File: src/rtl/ssu_defs.vh
// Register offsets, field positions and reset values of the serial control core.
`ifndef SSU_DEFS_VH
`define SSU_DEFS_VH
`define SSU_OFF_CTRL     8'h00
`define SSU_OFF_CLKDIV   8'h04
`define SSU_OFF_RXCLK    8'h10
`define SSU_OFF_RXFRM    8'h14
`define SSU_OFF_TXCLK    8'h18
`define SSU_OFF_TXFRM    8'h1c
`define SSU_OFF_RXHOLD   8'h20
`define SSU_OFF_TXHOLD   8'h24
`define SSU_OFF_RXSYNC   8'h30
`define SSU_OFF_TXSYNC   8'h34
`define SSU_OFF_CMP0     8'h38
`define SSU_OFF_CMP1     8'h3c
`define SSU_OFF_STATUS   8'h40
`define SSU_OFF_IEN_SET  8'h44
`define SSU_OFF_IEN_CLR  8'h48
`define SSU_OFF_IMASK    8'h4c
`define SSU_OFF_SCLR     8'h50
`define SSU_BIT_RX_ENABLE_CMD     0
`define SSU_BIT_RX_DISABLE_CMD    1
`define SSU_BIT_TX_ENABLE_CMD     8
`define SSU_BIT_TX_DISABLE_CMD    9
`define SSU_BIT_SRST     15
`define SSU_DIV_W        12
`define SSU_LOOP_BIT     5
`define SSU_SYNC_DATA_SEND_ENABLE_BIT    23
`define SSU_START_LSB    8
`define SSU_START_W      4
`define SSU_START_DELAY_BITS_LSB   16
`define SSU_CKS_LSB      0
`define SSU_CKO_LSB      2
`define SSU_CKG_LSB      6
`define SSU_DATLEN_W     5
`define SSU_CKS_DIV      2'h0
`define SSU_CKS_TX       2'h1
`define SSU_CKS_PIN      2'h2
`define SSU_CKO_NONE     3'h0
`define SSU_CKO_CONT     3'h1
`define SSU_CKO_XFER     3'h2
`define SSU_CKG_NONE     2'h0
`define SSU_CKG_LOW      2'h1
`define SSU_CKG_HIGH     2'h2
`define SSU_START_CONT   4'h0
`define SSU_ST_TXRDY     0
`define SSU_ST_TXEMPTY   1
`define SSU_ST_RXRDY     4
`define SSU_ST_OVRUN     5
`define SSU_ST_TX_ENABLE_CMD      16
`define SSU_ST_RX_ENABLE_CMD      17
`define SSU_STATUS_RST   32'h000000cc
`define SSU_ZERO32       32'h00000000
`endif
File: src/rtl/ssu_core.v
// Control, clock divider, bit shifters, interrupt and register logic of the serial unit.
`timescale 1ns/100ps
`default_nettype none
`include "ssu_defs.vh"

// What this block does
// - Loop bit routes transmit data, frame sync and clock into the receiver.
// - Enable-set writes set mask bits, enable-clear writes clear them; mask readable.
// - Interrupt output high while any status event has its mask bit set.
// - Control bit 0 enables receiver unless bit 1 written together.
// - Receive disable waits for the character in progress to finish.
// - Control bit 8 enables transmitter unless bit 9 written together.
// - Transmit disable waits for the character in progress to finish.
// - Control bit 15 soft reset overrides all other bits of that write.
// - Divider value zero stops the divided clock.
// - Nonzero divider N gives master clock over two times N.
// - Divider field is twelve bits, down to master clock over 8190.
// - Receive clock source: divided, transmit clock, receive clock pin.
// - Receive clock pin: input, driven always, or only during transfers.
// - Continuous transmit start never sends frame sync data.
// - Continuous start, zero delay: held words shift out back to back; a write while full replaces the held word.
// - Receive start codes select continuous, with transmitter, or any frame sync change.
// - Receive clock gating: continuous, while frame sync low, while high.
module ssu_core (
  input  wire        clk,        // Master clock, 125 MHz.
  input  wire        rst,        // Synchronous reset, active high.
  input  wire [7:0]  regAddr,    // Register byte address.
  input  wire [31:0] regWdata,   // Write data.
  input  wire        regWr,      // Write strobe.
  input  wire        regRd,      // Read strobe.
  output reg  [31:0] regRdata,   // Read data, valid the cycle after the read strobe.
  output reg         irq,        // Level interrupt.
  output reg         txData,     // Transmit data line.
  output reg         txFrame,    // Transmit frame sync output.
  output reg         txClkOut,   // Transmit clock output.
  input  wire        rxDataIn,   // Receive data pin.
  input  wire        rxFrameIn,  // Receive frame sync pin.
  input  wire        rxClkIn,    // Receive clock pin input.
  output reg         rxClkOut,   // Receive clock pin output value.
  output reg         rxClkOe_n   // Receive clock pin enable, low while driven.
);

  // Pin inputs pass two flip-flops before any logic reads them.
  // Only the second stage is read anywhere, so a metastable first stage
  // never reaches a decision. The cost is two master cycles of latency on
  // every pin, which bounds the highest usable external bit clock.
  reg [1:0] rxDataS_q;
  reg [1:0] rxFrameS_q;
  reg [1:0] rxClkS_q;
  always @(posedge clk) begin
    rxDataS_q  <= {rxDataS_q[0], rxDataIn};
    rxFrameS_q <= {rxFrameS_q[0], rxFrameIn};
    rxClkS_q   <= {rxClkS_q[0], rxClkIn};
  end

  // Configuration, holding and status storage, one register per line.
  reg [31:0] clkDiv_q;
  reg [31:0] rxClkMode_q;
  reg [31:0] rxFrmMode_q;
  reg [31:0] txClkMode_q;
  reg [31:0] txFrmMode_q;
  reg [31:0] txSync_q;
  reg [31:0] cmp0_q;
  reg [31:0] cmp1_q;
  reg [31:0] rxHold_q;
  reg [31:0] rxSync_q;
  reg [31:0] txHold_q;
  reg [31:0] mask_q;
  reg [31:0] status_q;
  reg        rx_enable_cmd_q;
  reg        tx_enable_cmd_q;
  reg        rxDisPend_q;
  reg        txDisPend_q;
  reg        txHoldFull_q;

  // Write decodes shared by several processes.
  // The soft reset is folded into one reset term so that every register but the read
  // data returns to its reset value in the same cycle as a pin reset would.
  wire wrCtrl  = regWr && (regAddr == `SSU_OFF_CTRL);
  wire softRst = wrCtrl && regWdata[`SSU_BIT_SRST];
  wire anyRst  = rst || softRst;
  wire wrTxHold = regWr && (regAddr == `SSU_OFF_TXHOLD);

  // Divided clock: toggles every N master cycles, so the period is 2N.
  // A new divider value takes effect at once; the compare is a greater or
  // equal so a counter above a smaller new value wraps instead of running
  // through the whole twelve-bit range first.
  reg [`SSU_DIV_W-1:0] divCnt_q;
  reg                  divClk_q;
  wire [`SSU_DIV_W-1:0] divN = clkDiv_q[`SSU_DIV_W-1:0];
  always @(posedge clk) begin
    if (anyRst || divN == {`SSU_DIV_W{1'b0}}) begin
      divCnt_q <= {`SSU_DIV_W{1'b0}};
      divClk_q <= 1'b0;
    end else if (divCnt_q >= divN - 1'b1) begin
      divCnt_q <= {`SSU_DIV_W{1'b0}};
      divClk_q <= ~divClk_q;
    end else begin
      divCnt_q <= divCnt_q + 1'b1;
    end
  end

  // Transmit bit clock is the divided clock here; its mode fields live elsewhere.
  // Shifters advance on the rising edge of the bit clock, seen as a one-cycle
  // tick, so all logic stays on the master clock with no second domain.
  wire txBitClk = divClk_q;
  reg  txBitClkD_q;
  always @(posedge clk) begin
    txBitClkD_q <= txBitClk;
  end
  wire txTick = txBitClk && !txBitClkD_q;

  // Receive side selection, loop routing and gating.
  // Loop mode overrides the source field, so software can test the data
  // path without touching the receive clock setting it will later need.
  // The reserved source code yields a still clock rather than a guess.
  wire [1:0] rxCks  = rxClkMode_q[`SSU_CKS_LSB+1:`SSU_CKS_LSB];
  wire [2:0] rxCko  = rxClkMode_q[`SSU_CKO_LSB+2:`SSU_CKO_LSB];
  wire [1:0] rxCkg  = rxClkMode_q[`SSU_CKG_LSB+1:`SSU_CKG_LSB];
  wire [3:0] rxStrt = rxClkMode_q[`SSU_START_LSB+`SSU_START_W-1:`SSU_START_LSB];
  wire       loopOn = rxFrmMode_q[`SSU_LOOP_BIT];
  wire rxDataSel  = loopOn ? txData  : rxDataS_q[1];
  wire rxFrameSel = loopOn ? txFrame : rxFrameS_q[1];
  reg  rxSrcClk;
  always @* begin
    if (loopOn)                     rxSrcClk = txBitClk;
    else if (rxCks == `SSU_CKS_DIV) rxSrcClk = divClk_q;
    else if (rxCks == `SSU_CKS_TX)  rxSrcClk = txBitClk;
    else if (rxCks == `SSU_CKS_PIN) rxSrcClk = rxClkS_q[1];
    else                            rxSrcClk = 1'b0;
  end
  reg rxGateOk;
  always @* begin
    case (rxCkg)
      `SSU_CKG_LOW:  rxGateOk = !rxFrameSel;
      `SSU_CKG_HIGH: rxGateOk = rxFrameSel;
      default:       rxGateOk = 1'b1;
    endcase
  end
  // Edge of the selected receive clock; gating masks the tick, not the clock,
  // so the edge history stays true while the gate is closed.
  reg rxSrcD_q;
  always @(posedge clk) begin
    rxSrcD_q <= rxSrcClk;
  end
  wire rxTick = rxSrcClk && !rxSrcD_q && rxGateOk;

  // Receive start: continuous, with transmitter, otherwise any frame sync edge.
  // Level, edge and compare starts are all reduced to any change of frame
  // sync; a user needing the finer codes must filter in software.
  reg rxFrmD_q;
  always @(posedge clk) begin
    rxFrmD_q <= rxFrameSel;
  end
  reg txBusy_q;
  reg rxStartOk;
  always @* begin
    if (rxStrt == `SSU_START_CONT) rxStartOk = 1'b1;
    else if (rxStrt == 4'h1)       rxStartOk = txBusy_q;
    else                           rxStartOk = rxFrameSel ^ rxFrmD_q;
  end

  // Receiver shifter; DATLEN+1 bits per character, MSB first.
  // The first sampled bit arrives with the start tick itself, so the count
  // begins at one and the character ends when the count meets the length.
  // A finished character overwrites the holding register even if unread.
  reg [31:0] rxShift_q;
  reg [4:0]  rxCnt_q;
  reg        rxBusy_q;
  wire [4:0] rxLen = rxFrmMode_q[`SSU_DATLEN_W-1:0];
  wire rxDone = rxBusy_q && rxTick && (rxCnt_q == rxLen);
  always @(posedge clk) begin
    if (anyRst) begin
      rxShift_q <= `SSU_ZERO32;
      rxCnt_q   <= 5'h00;
      rxBusy_q  <= 1'b0;
      rxHold_q  <= `SSU_ZERO32;
    end else if (rxTick && rx_enable_cmd_q) begin
      rxShift_q <= {rxShift_q[30:0], rxDataSel};
      if (!rxBusy_q && rxStartOk) begin
        rxBusy_q <= 1'b1;
        rxCnt_q  <= 5'h01;
      end else if (rxDone) begin
        rxBusy_q <= 1'b0;
        rxHold_q <= {rxShift_q[30:0], rxDataSel};
      end else if (rxBusy_q) begin
        rxCnt_q <= rxCnt_q + 5'h01;
      end
    end
  end

  // Transmitter shifter; continuous start loads the next word as soon as one is held.
  // Loading on the tick that ends a character keeps words back to back with
  // no idle bit between them, which is what continuous mode promises.
  reg [31:0] txShift_q;
  reg [4:0]  txCnt_q;
  wire [4:0] txLen = txFrmMode_q[`SSU_DATLEN_W-1:0];
  wire txDone = txBusy_q && txTick && (txCnt_q == txLen);
  wire txLoad = txTick && tx_enable_cmd_q && txHoldFull_q && (!txBusy_q || txDone);
  always @(posedge clk) begin
    if (anyRst) begin
      txShift_q <= `SSU_ZERO32;
      txCnt_q   <= 5'h00;
      txBusy_q  <= 1'b0;
      txData    <= 1'b0;
    end else if (txLoad) begin
      txShift_q <= {txHold_q[30:0], 1'b0};
      txData    <= txHold_q[txLen];
      txCnt_q   <= 5'h01;
      txBusy_q  <= 1'b1;
    end else if (txTick && txBusy_q) begin
      txData    <= txShift_q[txLen];
      txShift_q <= {txShift_q[30:0], 1'b0};
      txCnt_q   <= txCnt_q + 5'h01;
      if (txDone) txBusy_q <= 1'b0;
    end
  end

  // Frame sync data is suppressed: only continuous start is built, so sync never shows.
  always @(posedge clk) begin
    if (anyRst) txFrame <= 1'b0;
    else        txFrame <= 1'b0;
  end

  // Holding register; write while full overwrites, trading loss for no stall.
  // Software should wait for the ready flag before writing again.
  always @(posedge clk) begin
    if (anyRst) begin
      txHold_q     <= `SSU_ZERO32;
      txHoldFull_q <= 1'b0;
    end else if (wrTxHold) begin
      txHold_q     <= regWdata;
      txHoldFull_q <= 1'b1;
    end else if (txLoad) begin
      txHoldFull_q <= 1'b0;
    end
  end

  // Enable and disable commands; a disable during a character waits for its end.
  // Disable is tested first, so a write that holds both bits disables.
  // Between characters the disable takes effect at once.
  always @(posedge clk) begin
    if (anyRst) begin
      rx_enable_cmd_q      <= 1'b0;
      tx_enable_cmd_q      <= 1'b0;
      rxDisPend_q <= 1'b0;
      txDisPend_q <= 1'b0;
    end else begin
      if (wrCtrl && regWdata[`SSU_BIT_RX_DISABLE_CMD]) begin
        if (rxBusy_q && !rxDone) rxDisPend_q <= 1'b1;
        else rx_enable_cmd_q <= 1'b0;
      end else if (wrCtrl && regWdata[`SSU_BIT_RX_ENABLE_CMD]) begin
        rx_enable_cmd_q <= 1'b1;
        rxDisPend_q <= 1'b0;
      end else if (rxDisPend_q && (rxDone || !rxBusy_q)) begin
        rx_enable_cmd_q <= 1'b0;
        rxDisPend_q <= 1'b0;
      end
      if (wrCtrl && regWdata[`SSU_BIT_TX_DISABLE_CMD]) begin
        if (txBusy_q && !txDone) txDisPend_q <= 1'b1;
        else tx_enable_cmd_q <= 1'b0;
      end else if (wrCtrl && regWdata[`SSU_BIT_TX_ENABLE_CMD]) begin
        tx_enable_cmd_q <= 1'b1;
        txDisPend_q <= 1'b0;
      end else if (txDisPend_q && (txDone || !txBusy_q)) begin
        tx_enable_cmd_q <= 1'b0;
        txDisPend_q <= 1'b0;
      end
    end
  end

  // Receive and transmit clock pins.
  // The pin copies lag the internal clock by one cycle; this is harmless since
  // the far side only needs a steady period, not a fixed phase.
  always @(posedge clk) begin
    if (anyRst) begin
      rxClkOut  <= 1'b0;
      rxClkOe_n <= 1'b1;
      txClkOut  <= 1'b0;
    end else begin
      txClkOut <= txBitClk;
      rxClkOut <= rxSrcClk;
      if (rxCko == `SSU_CKO_CONT)      rxClkOe_n <= 1'b0;
      else if (rxCko == `SSU_CKO_XFER) rxClkOe_n <= !rxBusy_q;
      else                             rxClkOe_n <= 1'b1;
    end
  end

  // Sticky events: set wins over a same-cycle clear.
  // The empty flag reads as one only while the transmitter is enabled, so the
  // status word holds its reset value until software enables a direction.
  wire [31:0] evSet = ({31'h0, txLoad} << `SSU_ST_TXRDY)
                    | ({31'h0, rxDone} << `SSU_ST_RXRDY)
                    | ({31'h0, rxDone && status_q[`SSU_ST_RXRDY]} << `SSU_ST_OVRUN);
  wire rdRxHold = regRd && (regAddr == `SSU_OFF_RXHOLD);
  wire [31:0] evClr = (regWr && regAddr == `SSU_OFF_SCLR) ? regWdata : `SSU_ZERO32;
  wire [31:0] rdClr = rdRxHold ? ({31'h0, 1'b1} << `SSU_ST_RXRDY) : `SSU_ZERO32;
  always @(posedge clk) begin
    if (anyRst) begin
      status_q <= `SSU_STATUS_RST;
    end else begin
      status_q <= ((status_q & ~evClr & ~rdClr) | evSet);
      status_q[`SSU_ST_TXEMPTY] <= tx_enable_cmd_q && !txBusy_q && !txHoldFull_q;
      status_q[`SSU_ST_TX_ENABLE_CMD]    <= tx_enable_cmd_q;
      status_q[`SSU_ST_RX_ENABLE_CMD]    <= rx_enable_cmd_q;
    end
  end

  // Mask set and clear; interrupt from masked status.
  // The interrupt is registered, so it follows the status by one cycle.
  always @(posedge clk) begin
    if (anyRst) begin
      mask_q <= `SSU_ZERO32;
      irq    <= 1'b0;
    end else begin
      if (regWr && regAddr == `SSU_OFF_IEN_SET)      mask_q <= mask_q | regWdata;
      else if (regWr && regAddr == `SSU_OFF_IEN_CLR) mask_q <= mask_q & ~regWdata;
      irq <= |(status_q & mask_q);
    end
  end

  // Configuration writes.
  always @(posedge clk) begin
    if (anyRst) begin
      clkDiv_q    <= `SSU_ZERO32;
      rxClkMode_q <= `SSU_ZERO32;
      rxFrmMode_q <= `SSU_ZERO32;
      txClkMode_q <= `SSU_ZERO32;
      txFrmMode_q <= `SSU_ZERO32;
      txSync_q    <= `SSU_ZERO32;
      cmp0_q      <= `SSU_ZERO32;
      cmp1_q      <= `SSU_ZERO32;
      rxSync_q    <= `SSU_ZERO32;
    end else if (regWr) begin
      if (regAddr == `SSU_OFF_CLKDIV)      clkDiv_q <= {20'h0, regWdata[`SSU_DIV_W-1:0]};
      else if (regAddr == `SSU_OFF_RXCLK)  rxClkMode_q <= regWdata;
      else if (regAddr == `SSU_OFF_RXFRM)  rxFrmMode_q <= regWdata;
      else if (regAddr == `SSU_OFF_TXCLK)  txClkMode_q <= regWdata;
      else if (regAddr == `SSU_OFF_TXFRM)  txFrmMode_q <= regWdata;
      else if (regAddr == `SSU_OFF_TXSYNC) txSync_q <= regWdata;
      else if (regAddr == `SSU_OFF_CMP0)   cmp0_q <= regWdata;
      else if (regAddr == `SSU_OFF_CMP1)   cmp1_q <= regWdata;
    end
  end

  // Read mux; unmapped and write-only addresses read zero.
  // Data stand for one cycle only and fall back to zero, so a stale word can
  // never be mistaken for the answer to a later read.
  always @(posedge clk) begin
    if (rst) regRdata <= `SSU_ZERO32;
    else if (!regRd) regRdata <= `SSU_ZERO32;
    else if (regAddr == `SSU_OFF_CLKDIV) regRdata <= clkDiv_q;
    else if (regAddr == `SSU_OFF_RXCLK)  regRdata <= rxClkMode_q;
    else if (regAddr == `SSU_OFF_RXFRM)  regRdata <= rxFrmMode_q;
    else if (regAddr == `SSU_OFF_TXCLK)  regRdata <= txClkMode_q;
    else if (regAddr == `SSU_OFF_TXFRM)  regRdata <= txFrmMode_q;
    else if (regAddr == `SSU_OFF_RXHOLD) regRdata <= rxHold_q;
    else if (regAddr == `SSU_OFF_RXSYNC) regRdata <= rxSync_q;
    else if (regAddr == `SSU_OFF_TXSYNC) regRdata <= txSync_q;
    else if (regAddr == `SSU_OFF_CMP0)   regRdata <= cmp0_q;
    else if (regAddr == `SSU_OFF_CMP1)   regRdata <= cmp1_q;
    else if (regAddr == `SSU_OFF_STATUS) regRdata <= status_q;
    else if (regAddr == `SSU_OFF_IMASK)  regRdata <= mask_q;
    else regRdata <= `SSU_ZERO32;
  end

endmodule // ssu_core
`default_nettype wire

File: config.mk
export PLATFORM = sky130hd
export DESIGN_NAME = ssu_core
export DESIGN_NICKNAME = d
export VERILOG_FILES = /design/src/rtl/ssu_core.v
export VERILOG_INCLUDE_DIRS = /design/src /design/src/rtl
export SDC_FILE = /design/constraint.sdc
export NUM_CORES = 1
export LEC_CHECK = 0
export ABC_AREA = 1
export BUFFER_PORTS_ARGS = -buffer_cell sky130_fd_sc_hd__clkbuf_2
export CORE_ASPECT_RATIO = 0.7
export CORE_MARGIN = 2
export CORE_UTILIZATION = 25
export CTS_CLUSTER_DIAMETER = 80
export DETAILED_ROUTE_END_ITERATION = 7
export PLACE_DENSITY = 0.38
export SETUP_SLACK_MARGIN = 0.02
export SLEW_MARGIN = 10
export SYNTH_ARGS = -nofsm -noshare
export SYNTH_HDL_FRONTEND = slang
export SYNTH_SLANG_ARGS = --single-unit
File: constraint.sdc
create_clock -name clk -period 3.2 [get_ports clk]
set_input_delay 0.64 -clock clk [delete_from_list [all_inputs] [get_ports clk]]
set_output_delay 0.64 -clock clk [all_outputs]
set_load 0.005 [all_outputs]
* Yosys cells after proc, flatten, opt, wreduce, memory -nomap -nowiden
Cells that the tools add are included.
** Storage, ports and cells
- Word-level logic and storage cells :: 233
- Bits in registers :: 502
- Output and inout bits :: 38
** Cells by class
- $add $sub $neg :: 4
- Bitwise logic cells :: 22
- Mux-type cells :: 61
- Equal/unequal tests :: 30
- Reductions and logical operators :: 75
- Magnitude comparators :: 2
** Operators by type and width (number)
- 32-bit 2-to-1 mux :: 16
- 32-bit bitwise AND :: 4
- 32-bit inverter :: 2
- 8-bit by 6-bit == test with 1-bit output, second input constant :: 6
- 8-bit by 7-bit == test with 1-bit output, second input constant :: 5
- 1-bit 2-to-1 mux :: 37
- 8-bit by 5-bit == test with 1-bit output, second input constant :: 4
- 5-bit inverter with 32-bit output :: 1
- 32-bit OR :: 1
- 32-bit by 6-bit OR with 32-bit output :: 1
- 32-bit OR reduction :: 1
- 1-bit logical AND :: 30
- 5-bit 2-to-1 mux :: 4
- 2-bit AND reduction :: 7
- 12-bit by 1-bit adder with 12-bit output, second input constant :: 1
- 12-bit >= comparator :: 1
- 12-bit logical NOT :: 1
- 12-bit 2-to-1 mux :: 1
- 2-bit nonzero test :: 6
- 12-bit by 1-bit subtractor with 12-bit output, second input constant :: 1
- 5-bit by 1-bit adder with 5-bit output, second input constant :: 2
- 1-bit binary-select mux with 5-bit select :: 2
- 5-bit == test :: 2
- 1-bit inverter :: 10
- 28 further kinds :: 48

* Longest topological paths before layout
- Word-level depth :: 14
- Depth in mapped cells :: 16
- Gate-level depth less buffers :: 15

* Worst setup path before layout
Ideal clock, no wire load.
- Path kind :: register to register
- Start :: reg clkDiv_q[0]
- End :: reg divCnt_q[7]
- Required time :: 3.122 ns
- Path buffers :: 1
- Setup slack :: 0.463 ns
- Cell stages (with the launch flop) :: 17
- Data arrival time :: 2.659 ns
- Setup time :: 0.078 ns
- Cell sequence :: dfxtp_1 -> nor3_1 -> nand3_1 -> nor3_1 -> nand3_1 -> nor3_1 -> xnor2_1 -> ha_1 -> nand2_1 -> inv_1 -> nand3_1 -> inv_1 -> a21oi_1 -> nand3_1 -> or2_1 -> buf_2 -> nor3_1
** Between the ends
- Cells in the longest elaborated chain, start to end :: 3
** Ends and longest elaborated chain
- start, declared :: line ssu_core.v:57 : reg [31:0] clkDiv_q;
- start signal, assigned :: line ssu_core.v:325 : clkDiv_q <= `SSU_ZERO32;
- start signal, assigned :: line ssu_core.v:335 : if (regAddr == `SSU_OFF_CLKDIV) clkDiv_q <= {20'h0, regWdata[`SSU_DIV_W-1:0]};
- 12-bit by 1-bit subtractor with 12-bit output or 12-bit logical NOT (tied branches) :: line ssu_core.v:95, ssu_core.v:92
- 12-bit >= comparator or 1-bit logical OR (tied branches) :: line ssu_core.v:95, ssu_core.v:92
- 2-bit OR reduction (no line) *
- end signal, assigned :: line ssu_core.v:93 : divCnt_q <= {`SSU_DIV_W{1'b0}};
- end signal, assigned :: line ssu_core.v:96 : divCnt_q <= {`SSU_DIV_W{1'b0}};
- end signal, assigned :: line ssu_core.v:99 : divCnt_q <= divCnt_q + 1'b1;
- end, declared :: line ssu_core.v:88 : reg [`SSU_DIV_W-1:0] divCnt_q;
Every way passes the cells marked *; elsewhere a longest branch is shown, timed or not.
A chain may end at the register's enable or synchronous reset.

* Final worst setup path
- Start :: reg clkDiv_q[0]
- End :: reg divCnt_q[4]
The elaborated chain is that of the path after synthesis.

==> flow_summary.toml <==
[yosys]
synth-seq-area-share = 0.449
syn_area_um2 = 22400
syn-num-nets = 3230
synth_top_area_frac = 0.449
ys_top_cells_by_area = "dfxtp_1 (45%), nand2_1 (10%), a21oi_1 (10%)"
synth_top_family_by_area = "compound AO/OA/AOI/OAI gates"
synth_flop_cell = "dfxtp_1"
yosys.cell_types.count = 46
synth_edf_count = 0
netlist_instances = 3164
synth_top_area_cell = "dfxtp_1"
synth_seq_cells = 502
yosysWarnings = 0
synth-simple-area-share = 0.208
async_flop_share = 0
synthXorXnorAreaFrac = 0.00977
synth.area.mux_share = 0
synthAdderAreaFrac = 0.0106
synth-compound-area-share = 0.220
syn_avg_cell_area_um2 = 7.08

[timing]
finClkSkew_ns = 0.0218
maxSlewHeadroom = 0.337
min_period_ns = 2.81
rsz0062_at_grt = "no"
fmaxAchievable_mhz = 356
slew_viol_final = 0
setup_violations = 0
period_share = 0.878
worst_pin_slew_ns = 0.991
tns_ns = 0
hold_viol_final = 0
setup_ws_ns = 0.390

[power_and_ir_drop]
switching_share = 0.238
p_per_area_nw_per_um2 = 521
ir_drop_v = 0.000323
p_switching_mw = 3.21
seq_power_share = 0.465
intPower_mw = 10.3
clockPowerShare = 0.498
p_leak_nw = 9.72
p_comb_frac = 0.037

[detailed_routing]
wirelength_mm = 81.9
viasPerCell = 4.77
drt_first_pass_iters = 7
drt_iter0_markers = 1507
vias = 20775
drc = 0
met2_length_mm = 36.7
antenna_left = 0
wire_per_inst_um = 18.8
drt-met1-wl_mm = 40.0
dr_wl_met3_mm = 3.57
highest_layer = "met4"

[floorplan]
num_io_pins = 85
start_util = 0.253
num_rows = 91
dieArea_um2 = 92100
fp.dieW_um = 362
coreArea_um2 = 88500
die_height_um = 254

[placement]
dp_hpwl_mm = 57.2
gp_congestion = 0.826
io_buffers = 83
dp_slack_ns = 0.173
dpl_cell_area_um2 = 24000

[worst_setup_path]
cp_data_arrival_time_ns = 3.37
start_kind = "flip-flop"
crit_path_end_kind = "flip-flop"
cp.required_ns = 3.76
crit_path_max_fanout = 12
crit_type = "reg2reg"

[clock_network]
insertion_delay_ns = 0.64
clock-sinks = 502
cts_setup_buffers = 0
cts_tree = "yes"
htreeDepth = 2
hold_buffers = 0
clkTransAtPathRegs_ns = 0.06
cts-root-buf = "clkbuf_16"
numCtsBuffers = 56
clock_path_buffers = 3

[cells_and_area]
area_growth_pct = 15.7
post-route-cell-area_um2 = 25900
drive_gt1_frac = 0.0973
nets = 3216

[global_route]
gr-total-overflow = 0
grt_max_degree = 66
grt_pass1_wl_mm = 125
gr-usage-all-layers = 0.176
antenna_found_initial = 0
grt_pass1_vias = 19869

[flow_run]
drv_cap = 0

[run_status]
outcome = "finished, final reports clean"

[hold_path]
hold_class = "in2reg"
## layer usage
metal / track usage / up-vias
met5: 0 / -
met4: 0.0430 / 0
met3: 0.0233 / 101
met2: 0.286 / 430
met1: 0.248 / 9885
li1: - / 10359
## Yosys cell counts (2+ instances only)
| master | number |
|---|---|
| a22o_1 | 5 |
| o21ai_0 | 371 |
| o211ai_1 | 4 |
| nand3_1 | 261 |
| inv_1 | 323 |
| buf_6 | 3 |
| buf_2 | 73 |
| nand2_1 | 614 |
| nand4_1 | 10 |
| nor2_1 | 180 |
| dfxtp_1 | 502 |
| nand2_2 | 3 |
| xnor2_1 | 9 |
| a211oi_1 | 35 |
| a211oi_2 | 10 |
| nor2_4 | 7 |
| buf_1 | 6 |
| a221oi_1 | 3 |
| buf_4 | 10 |
| nor3_1 | 13 |
| nor2_2 | 5 |
| o31ai_1 | 3 |
| nor3_2 | 2 |
| o22ai_1 | 3 |
| a21oi_1 | 456 |
| ha_1 | 19 |
| o21ai_1 | 42 |
| xor2_1 | 16 |
| inv_2 | 14 |
| nor3_4 | 2 |
| nand3_2 | 2 |
| clkbuf_1 | 144 |
## cell type report
type	count	area, µm²
Antenna cell	1	2.50
Clock inverter	13	138
Timing Repair Buffer	164	1150
Tap cell	1162	1450
Inverter	339	1280
Sequential cell	502	10000
Multi-Input combinational cell	2087	10100
Fill cell	9568	62600
Clock buffer	90	1760
## path summary, 6_finish.rpt
kind	from	to	slack, ns	cells after the start
worst max-delay path	clkDiv_q[0]$_SDFFE_PP0P_	divCnt_q[4]$_SDFF_PP0_	0.39	15
worst max register to register	clkDiv_q[0]$_SDFFE_PP0P_	divCnt_q[4]$_SDFF_PP0_	0.39	15
worst min-delay path	rxFrameIn	rxFrameS_q[0]$_DFF_P_	0.11	1
worst min register to register	rxDataS_q[0]$_DFF_P_	rxDataS_q[1]$_DFF_P_	0.33	0
## worst max-delay path, stage by stage (launching register included)
cell     delay [ns]
dfxtp_1        0.33
nor3_1         0.29
nand3_1        0.18
nor3_2         0.18
nand3_1        0.15
nor3_2         0.16
xnor2_1        0.15
ha_1           0.27
nand2_1        0.09
inv_1          0.04
nand3_1        0.08
inv_1          0.06
a21oi_1        0.17
nand3_1        0.12
or2_4          0.32
nor3_1         0.14
## power by group through the flow
| stage | clock network (mW) | logic [mW] | registers [mW] |
|---|---|---|---|
| final | 6.72 | 0.501 | 6.27 |
| after global routing | 7.18 | 0.554 | 6.27 |
| after CTS | 6.95 | 0.513 | 6.27 |
| after detailed placement | 0 | 0.511 | 6.41 |
| after global placement | 0 | 0.507 | 6.41 |
| after floorplan | 0 | 0.294 | 6.41 |
## cells by family (layout without fill, tap and decap cells)
group           after synthesis  after routing
xor+xnor                     25             25
simple gates               1104           1104
fa+ha+maj                    19             19
compound gates              938            938
buf+inv                     575            606
other cells                   1              2
flops                       502            502
## placed cells by master, fill, tap and decap left out, types with 2 or more instances in the layout
master     synthesis  routed
a221oi_1           3       3
clkinv_2           0       7
o31ai_1            3       3
ha_1              19      19
a211oi_1          35      35
bufinv_16          0       2
nor2_2             5       4
inv_2             14      13
a21oi_1          456     456
buf_12             0      10
nor3_2             2       3
xnor2_1            9       9
nor2_1           180     180
dfxtp_1          502     502
nand2_1          614     612
xor2_1            16      16
buf_4             10      71
o21ai_1           42      42
nand3_1          261     260
inv_1            323     323
clkbuf_1         144      11
nand4_1           10      10
o211ai_1           4       4
o22ai_1            3       3
a211oi_2          10      10
nand3_2            2       3
clkinv_4           0       2
nor3_4             2       3
clkbuf_2           0      83
clkbuf_8           0      23
a22o_1             5       5
clkbuf_16          0      56
nand2_2            3       5
nor3_1            13      11
nor2_4             7       8
o21ai_0          371     371
inv_6              0       2
## stage by stage
step / total power [mW] / hold WS [ns] / instances / util
after global placement: 6.92 / 0.318 / 4254 / 0.271
after floorplan: 6.70 / 0.310 / 3164 / -
after detailed placement: 6.92 / 0.316 / 4254 / 0.271
after CTS: 13.7 / 0.0564 / 4357 / 0.293
after global routing: 14.0 / 0.0637 / 4357 / 0.293
final: 13.5 / 0.108 / 4358 / 0.293
## what timing repair did
| item | 4_1_cts | 5_1_grt |
|---|---|---|
| resized for setup | 0 | 3 |
| endpoints found under the hold margin | 0 | 0 |
| setup endpoints to repair | 0 | 12 |
(Power assumes the default switching activity.)
